## src/design/mmri_pkg.sv

```systemverilog
/*
  Shared constants for the multi-motor rotation interlock: policy codes,
  widths, reset values, timing figures and the sequencer state type.
  Assumes a single 100 MHz system clock.
*/
package mmri_pkg;
  localparam int NUM_MOTORS = 4;
  localparam int AUX_SLOTS = 3;
  localparam int NUM_TERMS = 8;
  localparam int TERM_W = 3;
  localparam int MIN_W = 14;
  localparam int CYC_W = 33;

  localparam logic [1:0] POL_NONE = 2'h0;
  localparam logic [1:0] POL_AUX = 2'h1;
  localparam logic [1:0] POL_MAIN = 2'h2;

  localparam logic [1:0] FIRST_RST = 2'h0;
  localparam logic [MIN_W-1:0] MINUTES_RST = 14'h0000;
  localparam logic [MIN_W-1:0] MINUTES_MAX = 14'h3FFF;

  // one minute of run time expressed in clock cycles
  localparam longint unsigned CLK_PERIOD_NS = 10;
  localparam longint unsigned MINUTE_NS = 60_000_000_000;
  localparam logic [CYC_W-1:0] CYCLES_PER_MINUTE = CYC_W'(MINUTE_NS / CLK_PERIOD_NS);

  typedef enum logic [1:0] {
    ST_STOP = 2'b00,
    ST_RUN = 2'b01,
    ST_BLOCK = 2'b11
  } mmri_state_e;
endpackage

```

## src/design/mmri_runtime.sv

```systemverilog
/*
  Run-time accumulator: counts clock cycles into whole minutes while
  enabled, saturates at the top and clears on request.
  Assumes the clock enable freezes it and the clear wins over counting.
*/
module mmri_runtime #(
  parameter logic [mmri_pkg::CYC_W-1:0] CYCLES_PER_MINUTE = mmri_pkg::CYCLES_PER_MINUTE
) (
  input wire logic i_clk,
  input wire logic i_rstn,
  input wire logic i_ce,
  input wire logic i_count_en,
  input wire logic i_clear,
  output logic [mmri_pkg::MIN_W-1:0] o_minutes
);
  logic [mmri_pkg::CYC_W-1:0] cyc;
  logic [mmri_pkg::CYC_W-1:0] next_cyc;
  logic [mmri_pkg::MIN_W-1:0] next_minutes;

  always_comb begin
    next_cyc = cyc;
    next_minutes = o_minutes;
    if (i_clear) begin
      next_cyc = '0;
      next_minutes = mmri_pkg::MINUTES_RST;
    end else if (i_count_en) begin
      if (cyc >= CYCLES_PER_MINUTE - 33'h1) begin
        next_cyc = '0;
        // saturate so a forgotten rotation never wraps back to zero
        if (o_minutes != mmri_pkg::MINUTES_MAX) begin
          next_minutes = o_minutes + 14'h1;
        end
      end else begin
        next_cyc = cyc + 33'h1;
      end
    end
  end

  always_ff @(posedge i_clk or negedge i_rstn) begin
    if (!i_rstn) begin
      cyc <= '0;
      o_minutes <= mmri_pkg::MINUTES_RST;
    end else if (i_ce) begin
      cyc <= next_cyc;
      o_minutes <= next_minutes;
    end
  end
endmodule

```

## src/design/mmri_sequencer.sv

```systemverilog
/*
  Pump motor sequencer: rotation of the start order by run time under
  policies 1 and 2, lockout of faulted motors with substitution, drive
  output hand-over and ordered switching of the auxiliary outputs.
  Assumes start/stop demand and aux count come from outside logic and all
  inputs are synchronous to i_clk.
*/
// Behaviour
// - policy 0: fixed order from selected motor
// - policy 1: flag when run time exceeds limit
// - policy 1: stop/sleep after flag advances first
// - policy 2: flag on drive motor run time
// - policy 2: first motor on drive, rest cyclic
// - policy 2: flagged stop, restart with next motor
// - four lockouts mapped onto selectable terminals
// - policy 0/1: lockouts 1-3 on three aux outputs
// - policy 2: lockouts 1-4 on four outputs
// - lockouts act only when enabled
// - locked idle motor skipped, restored on release
// - policy 2: drive motor lockout blocks, hands over
// - released drive motor joins end of order
// - substitute chosen by current policy
// - aux motors stop in reverse start order
module mmri_sequencer #(
  parameter logic [mmri_pkg::CYC_W-1:0] CYCLES_PER_MINUTE = mmri_pkg::CYCLES_PER_MINUTE
) (
  input wire logic i_clk,
  input wire logic i_rstn,
  input wire logic i_ce,
  input wire logic [1:0] i_rotation_policy_select,
  input wire logic [1:0] i_first_aux_motor_select,
  input wire logic [mmri_pkg::MIN_W-1:0] i_rotation_time_limit,
  input wire logic i_lockout_enable,
  input wire logic [mmri_pkg::NUM_TERMS-1:0] i_input_terminals,
  input wire logic [4*mmri_pkg::TERM_W-1:0] i_input_terminal_function,
  input wire logic [3:0] i_lockout_map_enable,
  input wire logic i_run,
  input wire logic i_sleep,
  input wire logic [1:0] i_aux_demand,
  output logic [mmri_pkg::NUM_MOTORS-1:0] o_motor_on,
  output logic o_drive_connect,
  output logic o_drive_block,
  output logic [1:0] o_drive_motor,
  output logic o_rotation_flag,
  output logic [1:0] o_first_motor,
  output logic [1:0] o_aux_count
);
  mmri_pkg::mmri_state_e state;
  mmri_pkg::mmri_state_e next_state;
  logic [1:0] next_first_motor;
  logic [1:0] sel_q;
  logic [1:0] pol_q;
  logic [mmri_pkg::NUM_MOTORS-1:0] next_motor_on;
  logic next_drive_connect;
  logic next_drive_block;
  logic [1:0] next_drive_motor;
  logic next_rotation_flag;
  logic [1:0] next_aux_count;
  logic [3:0] lockout_raw;
  logic [3:0] lk;
  logic [mmri_pkg::MIN_W-1:0] minutes;
  logic rot_clear;
  logic stop_req;
  logic cfg_change;
  logic [1:0] sel_slot;
  logic pol_main;

  // lockout k follows the terminal its function code selects
  for (genvar k = 0; k < 4; k++) begin : g_lockout_map
    assign lockout_raw[k] = i_lockout_map_enable[k] &
      i_input_terminals[i_input_terminal_function[k*mmri_pkg::TERM_W +: mmri_pkg::TERM_W]];
  end

  // policy 0/1 only has three aux outputs; lockout 4 is meaningless there
  assign pol_main = (i_rotation_policy_select == mmri_pkg::POL_MAIN);
  assign lk = i_lockout_enable ? (pol_main ? lockout_raw : {1'b0, lockout_raw[2:0]})
                               : 4'h0;
  assign sel_slot = (!pol_main && i_first_aux_motor_select == 2'h3) ? 2'h0
                                                                     : i_first_aux_motor_select;
  assign stop_req = !i_run || i_sleep;
  assign cfg_change = (sel_q != i_first_aux_motor_select) || (pol_q != i_rotation_policy_select);

  mmri_runtime #(
    .CYCLES_PER_MINUTE(CYCLES_PER_MINUTE)
  ) u_runtime (
    .i_clk(i_clk),
    .i_rstn(i_rstn),
    .i_ce(i_ce),
    .i_count_en(state == mmri_pkg::ST_RUN),
    .i_clear(rot_clear),
    .o_minutes(minutes)
  );

  always_comb begin
    int cnt;
    int m;
    logic found;
    cnt = 0;
    m = 0;
    found = 1'b0;
    next_state = state;
    next_first_motor = o_first_motor;
    next_motor_on = '0;
    next_drive_block = 1'b0;
    rot_clear = 1'b0;
    // drive-motor time (policy 2) or main+aux time (policy 1): both run with the drive
    next_rotation_flag = (i_rotation_policy_select != mmri_pkg::POL_NONE) &&
                         (minutes > i_rotation_time_limit);
    if (i_rotation_policy_select == mmri_pkg::POL_NONE || cfg_change) begin
      next_first_motor = sel_slot;
    end
    unique case (state)
      mmri_pkg::ST_STOP: begin
        if (!stop_req) begin
          next_state = mmri_pkg::ST_RUN;
        end
      end
      mmri_pkg::ST_RUN: begin
        if (stop_req) begin
          next_state = mmri_pkg::ST_STOP;
          if (o_rotation_flag && !cfg_change) begin
            if (i_rotation_policy_select == mmri_pkg::POL_AUX) begin
              next_first_motor = (o_first_motor == 2'h2) ? 2'h0 : o_first_motor + 2'h1;
              rot_clear = 1'b1;
            end else if (pol_main) begin
              next_first_motor = o_first_motor + 2'h1;
              rot_clear = 1'b1;
            end
          end
        end else if (pol_main && lk[o_first_motor]) begin
          next_state = mmri_pkg::ST_BLOCK;
        end
      end
      mmri_pkg::ST_BLOCK: begin
        next_drive_block = 1'b1;
        // search the motors after the blocked one; none free keeps the drive dark
        for (int k = 1; k < mmri_pkg::NUM_MOTORS; k++) begin
          m = (int'(o_first_motor) + k) % mmri_pkg::NUM_MOTORS;
          if (!found && !lk[m]) begin
            found = 1'b1;
            next_first_motor = 2'(m);
          end
        end
        if (!lk[o_first_motor]) begin
          next_state = mmri_pkg::ST_RUN;
          next_first_motor = o_first_motor;
        end else if (found) begin
          next_state = mmri_pkg::ST_RUN;
        end
        if (stop_req) begin
          next_state = mmri_pkg::ST_STOP;
        end
      end
      default: begin
        next_state = mmri_pkg::ST_STOP;
      end
    endcase
    // a start or reselection must never close the drive onto a locked motor
    if (pol_main && next_state == mmri_pkg::ST_RUN && lk[next_first_motor]) begin
      next_state = mmri_pkg::ST_BLOCK;
    end
    // walk the start order, skip locked motors, take as many as demanded
    if (state == mmri_pkg::ST_RUN && next_state == mmri_pkg::ST_RUN) begin
      for (int k = 0; k < mmri_pkg::AUX_SLOTS; k++) begin
        if (pol_main) begin
          m = (int'(o_first_motor) + 1 + k) % mmri_pkg::NUM_MOTORS;
        end else begin
          m = (int'(o_first_motor) + k) % mmri_pkg::AUX_SLOTS;
        end
        // trimming the tail of the order stops motors last-on first-off
        if (!lk[m] && cnt < int'(i_aux_demand)) begin
          next_motor_on[m] = 1'b1;
          cnt = cnt + 1;
        end
      end
    end
    next_aux_count = 2'(cnt);
    next_drive_connect = (next_state == mmri_pkg::ST_RUN);
    next_drive_motor = pol_main ? next_first_motor : 2'h0;
    if (pol_main && next_drive_connect) begin
      next_motor_on[next_first_motor] = 1'b1;
    end
  end

  always_ff @(posedge i_clk or negedge i_rstn) begin
    if (!i_rstn) begin
      state <= mmri_pkg::ST_STOP;
      o_first_motor <= mmri_pkg::FIRST_RST;
      sel_q <= mmri_pkg::FIRST_RST;
      pol_q <= mmri_pkg::POL_NONE;
      o_motor_on <= '0;
      o_drive_connect <= 1'b0;
      o_drive_block <= 1'b0;
      o_drive_motor <= mmri_pkg::FIRST_RST;
      o_rotation_flag <= 1'b0;
      o_aux_count <= 2'h0;
    end else if (i_ce) begin
      state <= next_state;
      o_first_motor <= next_first_motor;
      sel_q <= i_first_aux_motor_select;
      pol_q <= i_rotation_policy_select;
      o_motor_on <= next_motor_on;
      o_drive_connect <= next_drive_connect;
      o_drive_block <= next_drive_block;
      o_drive_motor <= next_drive_motor;
      o_rotation_flag <= next_rotation_flag;
      o_aux_count <= next_aux_count;
    end
  end

  property p_pol0_fixed;
    @(posedge i_clk) disable iff (!i_rstn)
      (i_ce && i_rotation_policy_select == mmri_pkg::POL_NONE) |=> (o_first_motor == $past(sel_slot));
  endproperty
  a_pol0_fixed: assert property (p_pol0_fixed) else $error("policy 0 order moved");

  property p_pol0_noflag;
    @(posedge i_clk) disable iff (!i_rstn)
      (i_ce && i_rotation_policy_select == mmri_pkg::POL_NONE) |=> !o_rotation_flag;
  endproperty
  a_pol0_noflag: assert property (p_pol0_noflag) else $error("flag under policy 0");

  property p_flag_aux;
    @(posedge i_clk) disable iff (!i_rstn)
      (i_ce && i_rotation_policy_select == mmri_pkg::POL_AUX && minutes > i_rotation_time_limit)
      |=> o_rotation_flag;
  endproperty
  a_flag_aux: assert property (p_flag_aux) else $error("policy 1 flag missing");

  property p_flag_main;
    @(posedge i_clk) disable iff (!i_rstn)
      (i_ce && pol_main && minutes > i_rotation_time_limit) |=> o_rotation_flag;
  endproperty
  a_flag_main: assert property (p_flag_main) else $error("policy 2 flag missing");

  property p_advance_aux;
    @(posedge i_clk) disable iff (!i_rstn)
      (i_ce && state == mmri_pkg::ST_RUN && stop_req && o_rotation_flag && !cfg_change &&
       i_rotation_policy_select == mmri_pkg::POL_AUX)
      |=> (o_first_motor == (($past(o_first_motor) == 2'h2) ? 2'h0 : $past(o_first_motor) + 2'h1))
          && state == mmri_pkg::ST_STOP;
  endproperty
  a_advance_aux: assert property (p_advance_aux) else $error("policy 1 advance wrong");

  property p_clear_on_rotate;
    @(posedge i_clk) disable iff (!i_rstn)
      (i_ce && rot_clear) |=> (minutes == mmri_pkg::MINUTES_RST);
  endproperty
  a_clear_on_rotate: assert property (p_clear_on_rotate) else $error("run time not cleared");

  property p_drive_block;
    @(posedge i_clk) disable iff (!i_rstn)
      (i_ce && state == mmri_pkg::ST_RUN && !stop_req && pol_main && lk[o_first_motor])
      |=> !o_drive_connect ##1 (!i_ce || o_drive_block);
  endproperty
  a_drive_block: assert property (p_drive_block) else $error("drive not blocked");

  property p_locked_off;
    @(posedge i_clk) disable iff (!i_rstn)
      (i_ce && lk != 4'h0) |=> ((o_motor_on & $past(lk)) == 4'h0);
  endproperty
  a_locked_off: assert property (p_locked_off) else $error("locked motor switched on");

  property p_demand_cap;
    @(posedge i_clk) disable iff (!i_rstn)
      i_ce |=> (o_aux_count <= $past(i_aux_demand));
  endproperty
  a_demand_cap: assert property (p_demand_cap) else $error("too many aux motors");

  property p_rotate_main;
    @(posedge i_clk) disable iff (!i_rstn)
      (i_ce && state == mmri_pkg::ST_RUN && stop_req && o_rotation_flag && !cfg_change &&
       pol_main)
      |=> (o_first_motor == $past(o_first_motor) + 2'h1) && state == mmri_pkg::ST_STOP;
  endproperty
  a_rotate_main: assert property (p_rotate_main) else $error("policy 2 rotation wrong");

  property p_block_empty;
    @(posedge i_clk) disable iff (!i_rstn)
      (i_ce && state == mmri_pkg::ST_BLOCK && lk == 4'hF && !stop_req)
      |=> (state == mmri_pkg::ST_BLOCK && o_motor_on == 4'h0 && !o_drive_connect);
  endproperty
  a_block_empty: assert property (p_block_empty) else $error("faulted motor started");

  property p_drive_on;
    @(posedge i_clk) disable iff (!i_rstn)
      (i_ce && pol_main) |=> (!o_drive_connect || o_motor_on[o_drive_motor]);
  endproperty
  a_drive_on: assert property (p_drive_on) else $error("drive motor not switched");

  property p_aux_count;
    @(posedge i_clk) disable iff (!i_rstn)
      (i_ce && !pol_main) |=> (o_aux_count == 2'($countones(o_motor_on)));
  endproperty
  a_aux_count: assert property (p_aux_count) else $error("aux count mismatch");

  property p_no_fourth;
    @(posedge i_clk) disable iff (!i_rstn)
      (i_ce && !pol_main) |=> !o_motor_on[3];
  endproperty
  a_no_fourth: assert property (p_no_fourth) else $error("fourth output under policy 0/1");

  property p_stop_off;
    @(posedge i_clk) disable iff (!i_rstn)
      (i_ce && stop_req) |=> (o_motor_on == 4'h0 && !o_drive_connect);
  endproperty
  a_stop_off: assert property (p_stop_off) else $error("motors left on at stop");
endmodule

```

## config.mk

```make
export PLATFORM = sky130hd
export DESIGN_NAME = mmri_sequencer
export DESIGN_NICKNAME = d
export VERILOG_FILES = /design/src/design/mmri_pkg.sv /design/src/design/mmri_runtime.sv /design/src/design/mmri_sequencer.sv
export SDC_FILE = /design/constraint.sdc
export NUM_CORES = 1
export LEC_CHECK = 0
export BUFFER_PORTS_ARGS = -buffer_cell sky130_fd_sc_hd__buf_2
export CAP_MARGIN = 20
export CELL_PAD_IN_SITES_DETAIL_PLACEMENT = 1
export CELL_PAD_IN_SITES_GLOBAL_PLACEMENT = 1
export CORE_UTILIZATION = 49
export CTS_CLUSTER_SIZE = 40
export DETAILED_ROUTE_END_ITERATION = 6
export GPL_TIMING_DRIVEN = 0
export PLACE_DENSITY = 0.83
export SLEW_MARGIN = 20
export SYNTH_ARGS = -nofsm -noshare
export SYNTH_HDL_FRONTEND = slang
export SYNTH_SLANG_ARGS = --single-unit
```

## constraint.sdc

```tcl
create_clock -name i_clk -period 5.8 [get_ports i_clk]
set_input_delay 0.87 -clock i_clk [delete_from_list [all_inputs] [get_ports i_clk]]
set_output_delay 0.87 -clock i_clk [all_outputs]
set_load 0.01 [all_outputs]
```

* After elaboration in Yosys (flattened, before gate mapping)
Cells that the tools add are included.
** Storage, ports and cells
- Bits in registers :: 66
- Latch bits :: 0
- Memory bits (writable) :: 0
- Memory bits (read-only) :: 0
- Input bits :: 50
- Output and inout port bits :: 13
- Memories :: 0
** Cells by class
- Add/subtract/negate cells :: 10
- Multipliers :: 0
- Div/mod/pow operators :: 3
- Magnitude comparators :: 21
- Equality and inequality tests :: 11
- Shift-type cells :: 0
- Muxes and demuxes :: 99
- Bitwise operators :: 12
- Reductions and logical operators :: 43
** Operators with widths (count)
- two-way mux 32 bit :: 9
- two-way mux 33 bit :: 3
- >= comparator 32 x 1 -> 1 bit, second input constant :: 3
- < comparator 32 x 4 -> 1 bit, second input constant :: 3
- < comparator 32 x 3 -> 1 bit :: 2
- modulo 32 x 3 -> 32 bit, second input constant :: 2
- two-way mux 14 bit :: 4
- two-way mux 2 bit :: 21
- two-way mux 4 bit :: 9
- two-way mux 1 bit :: 35
- adder 33 x 1 -> 33 bit, second input constant :: 1
- >= comparator 33 bit, second input constant :: 1
- adder 32 x 2 -> 32 bit, second input constant :: 1
- modulo 3 x 3 -> 32 bit, second input constant :: 1
- < comparator 3 x 4 -> 1 bit, second input constant :: 7
- logical AND 1 bit :: 17
- binary-select mux 1 bit (select 2 bit) :: 8
- adder 14 x 1 -> 14 bit, second input constant :: 1
- greater-than comparator 14 bit :: 1
- != test 14 bit, second input constant :: 1
- binary-select mux 1 bit (select 3 bit) :: 4
- bitwise OR 4 bit :: 3
- logical NOT 1 bit :: 10
- OR reduction 2 bit :: 5
- other kinds (20) :: 47

* Logic depth before layout (Yosys ltp)
- Depth after elaboration :: 46
- Mapped depth :: 19
- Mapped depth without buffers :: 17

* Modules after synthesis
Synthesis repeated with hierarchy kept, for this count alone.
** Second synthesis, totals
- Cell total of the unflattened synthesis :: 684
- Area, all modules :: 5601.6 µm²
** Modules (own cells, without submodules)
- mmri_sequencer :: instances 1, cells each 374, area an instance 2842.7 µm², sequential area each 475.5 µm²
- mmri_runtime :: instances 1, cells each 310, area an instance 2758.9 µm², sequential area each 1176.1 µm²

* Worst setup path after synthesis
No wires, ideal clock.
- Path type :: register to register
- Start point :: reg o_first_motor[0]
- End point :: reg o_motor_on[1] in the netlist's numbering
- Library setup time :: 0.077 ns
- Arrival :: 3.949 ns
- Slack :: 1.774 ns
- Stages on the path, launching flop included :: 19
- Path buffers :: 2
- Clock period less this slack :: 4.026 ns
- Cells stage by stage :: dfrtp_1 inv_1 clkbuf_1 ha_1 clkbuf_1 a21oi_1 mux2i_1 nor2_1 o311ai_1 inv_1 ha_1 ha_1 a21oi_1 nand3_1 o22ai_1 nand3_1 o311a_1 o311a_1 a21oi_1
** On the way
- Cells in the longest elaborated chain, start to end :: 27
** Ends and longest elaborated chain
- start: declaration :: RTL line mmri_sequencer.sv:45 : output logic [1:0] o_first_motor,
- start signal: assignment :: RTL line mmri_sequencer.sv:188 : o_first_motor <= mmri_pkg::FIRST_RST;
- start signal: assignment :: RTL line mmri_sequencer.sv:199 : o_first_motor <= next_first_motor;
- parallel branches: the longest is 26 deep, another holds modulo 32 x 3 -> 32 bit
- two-way mux 4 bit * :: RTL line mmri_sequencer.sv:180 : if (pol_main && next_drive_connect) begin
- end signal: assignment :: RTL line mmri_sequencer.sv:202 : o_motor_on <= next_motor_on;
- end: declaration :: RTL line mmri_sequencer.sv:40 : output logic [mmri_pkg::NUM_MOTORS-1:0] o_motor_on,
Every way passes the cells marked *. The select of a mux whose other input is x is not followed.
A chain may end at the register's enable or synchronous reset.

* Final worst setup path
- Start point :: reg o_first_motor[0]
- End point :: reg o_aux_count[1]
** On the way
- Cells in the longest elaborated chain, start to end :: 25
** Ends and longest elaborated chain
- parallel branches: the longest is 24 deep, another holds modulo 32 x 3 -> 32 bit
- two-way mux 2 bit * :: RTL line mmri_sequencer.sv:163 : if (state == mmri_pkg::ST_RUN && next_state == mmri_pkg::ST_RUN) begin
- end signal: assignment :: RTL line mmri_sequencer.sv:207 : o_aux_count <= next_aux_count;
- end: declaration :: RTL line mmri_sequencer.sv:46 : output logic [1:0] o_aux_count
Marks and branches as above.

==> reports/results.tsv <==
stage	metric	value	unit
global_route	grt_remaining_overflow	0	
clocking	cts_setup_buffers	0	
layout	diodes	0	
die	row_count	37	
power_and_ir_drop	p_leak	0.00272	uW
drt	vias_per_cell	6.06	
logic_synthesis	syn_area_per_cell	8.47	um2
logic_synthesis	synth_area	0.00540	mm2
setup_path	r2r_start	o_first_motor[0]	
drt	ant_nets	0	
clocking	path_clk_slew	0.07	ns
global_route	grt_pass1_vias	5404	
drt	firstDrtPassIters	5	
global_route	grt_pass1_wl	26400	um
sta	fin_skew	0.00695	ns
clocking	root_buffer	clkbuf_8	
sta	rsz0062_at_grt	no	
drt	routed-via-count	5145	
clocking	h-tree-depth	3	
clocking	tritoncts	yes	
sta	maxSlewViolCount	0	
die	start_util	51.4	%
layout	layout.cells.non_filler	849	
run_status	status	completed	
setup_path	r2r_cells	17	
drt	wl	15600	um
layout	nets	792	
clocking	cts_buffers	9	
placement	dp_hpwl	12100	um
clocking	clockBufferDepth	2	
clocking	cts_resized	0	
setup_path	path_max_fanout	13	
clocking	ctsHoldBuffers	0	
setup_path	r2r_slack	0.48	ns
global_route	antenna_found_initial	0	
die	dieArea	0.0115	mm2
sta	slew_headroom	49.8	%
sta	finalHoldViolations	0	
die	die_h	107	um
setup_path	r2r_end	o_aux_count[1]	
logic_synthesis	synth_cell_types	71	
logic_synthesis	synth_edf_count	0	
layout	area_growth	12.4	%
die	io_pins	63	
drt	drcViolationCount	0	
sta	max_freq	188	MHz
die	core_area	0.0105	mm2
power_and_ir_drop	worst_ir_drop_vdd	0.132	mV
clocking	clock_sinks	66	
logic_synthesis	synthesis.nets	721	
placement	dp_cells	834	
drt	wl_per_cell	18.4	um
clocking	clkLatencyLatePin	0.34	ns
logic_synthesis	postSynthCellCount	638	
drt	drtIter0Drc	256	
global_route	grt_util_all_layers	28.9	%
sta	period_needed	5.32	ns
setup_path	cp-start-kind	register	
die	die_x	107	um
logic_synthesis	ys_warn_count	0	
sta	fin_tns_setup	0	ns
logic_synthesis	async_flop_share	100	%
power_and_ir_drop	powerDensity	213	mW/mm2
layout	final_layout_size_suffix_gt1_share	15.8	%
placement	portBuffers	59	
flow_run	maxCapViolations	0	
setup_path	end_kind	register	
global_route	grt_max_degree	44	
sta	finalCritPeriodShare	91.7	%
min_path	min_path_type	input pin to asynchronous set/reset pin	
sta	setup_viol	0	
logic_synthesis	ys_seq_elements	66	
setup_path	crit_type	register to register	
layout	final.fill_count	1325	
setup_path	arrival	5.57	ns
setup_path	crit_required	6.06	ns
placement	place.gp.congestion	0.869	
logic_synthesis	ys.flop_type	dfrtp_1	
logic_synthesis	synth-seq-area-share	30.6	%
sta	worst_slew_pin_slew	0.749	ns
-- routing by layer --
metal  wire length [um]  vias up  global-route usage [%]
li1                   -     2477                       -
met1               6600     2564                    33.7
met2               8420       77                    54.7
met3                323       27                    2.31
met4                288        0                    10.7
met5                  0        -                       0
-- Yosys cell counts, drive strengths merged (7+ instances only) --
cell type | number | area, um2
a211oi | 8 | 60.1
a21oi | 28 | 144
a31oi | 7 | 58.8
and3 | 17 | 106
buf | 7 | 38.8
clkbuf | 14 | 52.6
dfrtp | 66 | 1650
ha | 33 | 413
inv | 39 | 146
mux2 | 9 | 109
mux2i | 18 | 180
nand2 | 62 | 240
nand2b | 7 | 43.8
nand3 | 27 | 145
nand4 | 26 | 184
nor2 | 67 | 251
nor2b | 17 | 106
nor3 | 14 | 80.1
o21ai | 44 | 220
o2bb2ai | 9 | 78.8
or3 | 10 | 62.6
xnor2 | 7 | 61.3
xor2 | 24 | 210
-- critical path: stages (launching register included) --
cell and delay [ns]:
dfrtp_1 0.55, inv_1 0.25, clkbuf_1 0.58, ha_1 0.35
clkbuf_1 0.25, a21oi_1 0.42, mux2i_1 0.25, nor2_1 0.08
o311ai_1 0.52, inv_1 0.09, ha_1 0.22, ha_1 0.27
a21oi_1 0.23, nand3_1 0.16, o22ai_1 0.43, mux2i_1 0.32
nand2_1 0.08, o2bb2ai_1 0.17
-- metrics by stage --
step	cell area (um2)	hold slack (ns)	util, %	power (uW)	worst slack, ns
detailed placement	5890	0.468	56.1	923	0.566
finish	6070	0.421	57.8	1290	0.482
global route	6070	0.435	57.8	1370	0.0972
CTS	6070	0.416	57.8	1300	0.540
global placement	5870	0.468	55.8	902	0.730
floorplan	5400	0.463	-	787	1.77
-- logic make-up after synthesis --
| kind of cell | count (synthesis) | share of synthesized area, % |
|---|---|---|
| and+or+nand+nor | 266 | 25.1 |
| AOI/OAI and AO/OA | 155 | 21.9 |
| DFF | 66 | 30.6 |
| buffers and inverters | 60 | 4.40 |
| adders and majority gates | 33 | 7.64 |
| xor gates and xnor gates | 31 | 5.03 |
| muxes | 27 | 5.35 |
-- sequential cells by signal, indices dropped and copies added (netlist names) --
signal	flops
o_motor_on	4
o_drive_block	1
sel_q	2
pol_q	2
u_runtime.cyc	33
state	2
o_drive_motor	2
o_aux_count	2
o_drive_connect	1
o_first_motor	2
o_rotation_flag	1
u_runtime.o_minutes	14
-- worst max path at each step --
stage | start | endpoint | slack [ns] | cells after the start
CTS | o_first_motor[0] | o_aux_count[1] | 0.54 | 17
floorplan | o_first_motor[0] | o_motor_on[1] | 1.77 | 18
global placement | o_first_motor[0] | o_motor_on[0] | 0.73 | 18
finish | o_first_motor[0] | o_aux_count[1] | 0.48 | 17
detailed placement | o_first_motor[0] | o_aux_count[1] | 0.57 | 17
global route | o_first_motor[0] | o_aux_count[1] | 0.1 | 17
-- layout by cell type, fill, tap and decap left out, types with 6 or more instances in the layout --
cell	count
xor2_1	24
nand4_1	24
or3_1	10
dfrtp_1	66
ha_1	33
a21oi_1	27
o21ai_0	43
a31oi_1	6
a211oi_1	8
buf_2	59
nand2b_1	7
nand2_1	61
nand3_1	25
clkbuf_8	9
nor2_1	67
o2bb2ai_1	9
mux2_2	7
nor2b_1	17
clkbuf_1	15
mux2i_1	18
xnor2_1	7
and3_1	17
nor3_1	12
inv_1	38
-- where the power goes --
group / switching, uW / internal (uW) / total (uW)
registers: 36.7 / 484 / 521
clock network: 176 / 195 / 371
logic: 252 / 147 / 400
total: 465 / 827 / 1290
-- final cells by class --
type / instances / area (um2) / share of cell area (%)
Clock buffer: 10 / 128 / 2.10
Sequential cell: 66 / 1650 / 27.2
Clock inverter: 5 / 56.3 / 0.927
Buffer: 21 / 91.3 / 1.50
Tap cell: 136 / 170 / 2.80
Inverter: 39 / 146 / 2.41
Multi-Input combinational cell: 512 / 3510 / 57.8
Timing Repair Buffer: 60 / 318 / 5.23
(Power assumes the default switching activity.)
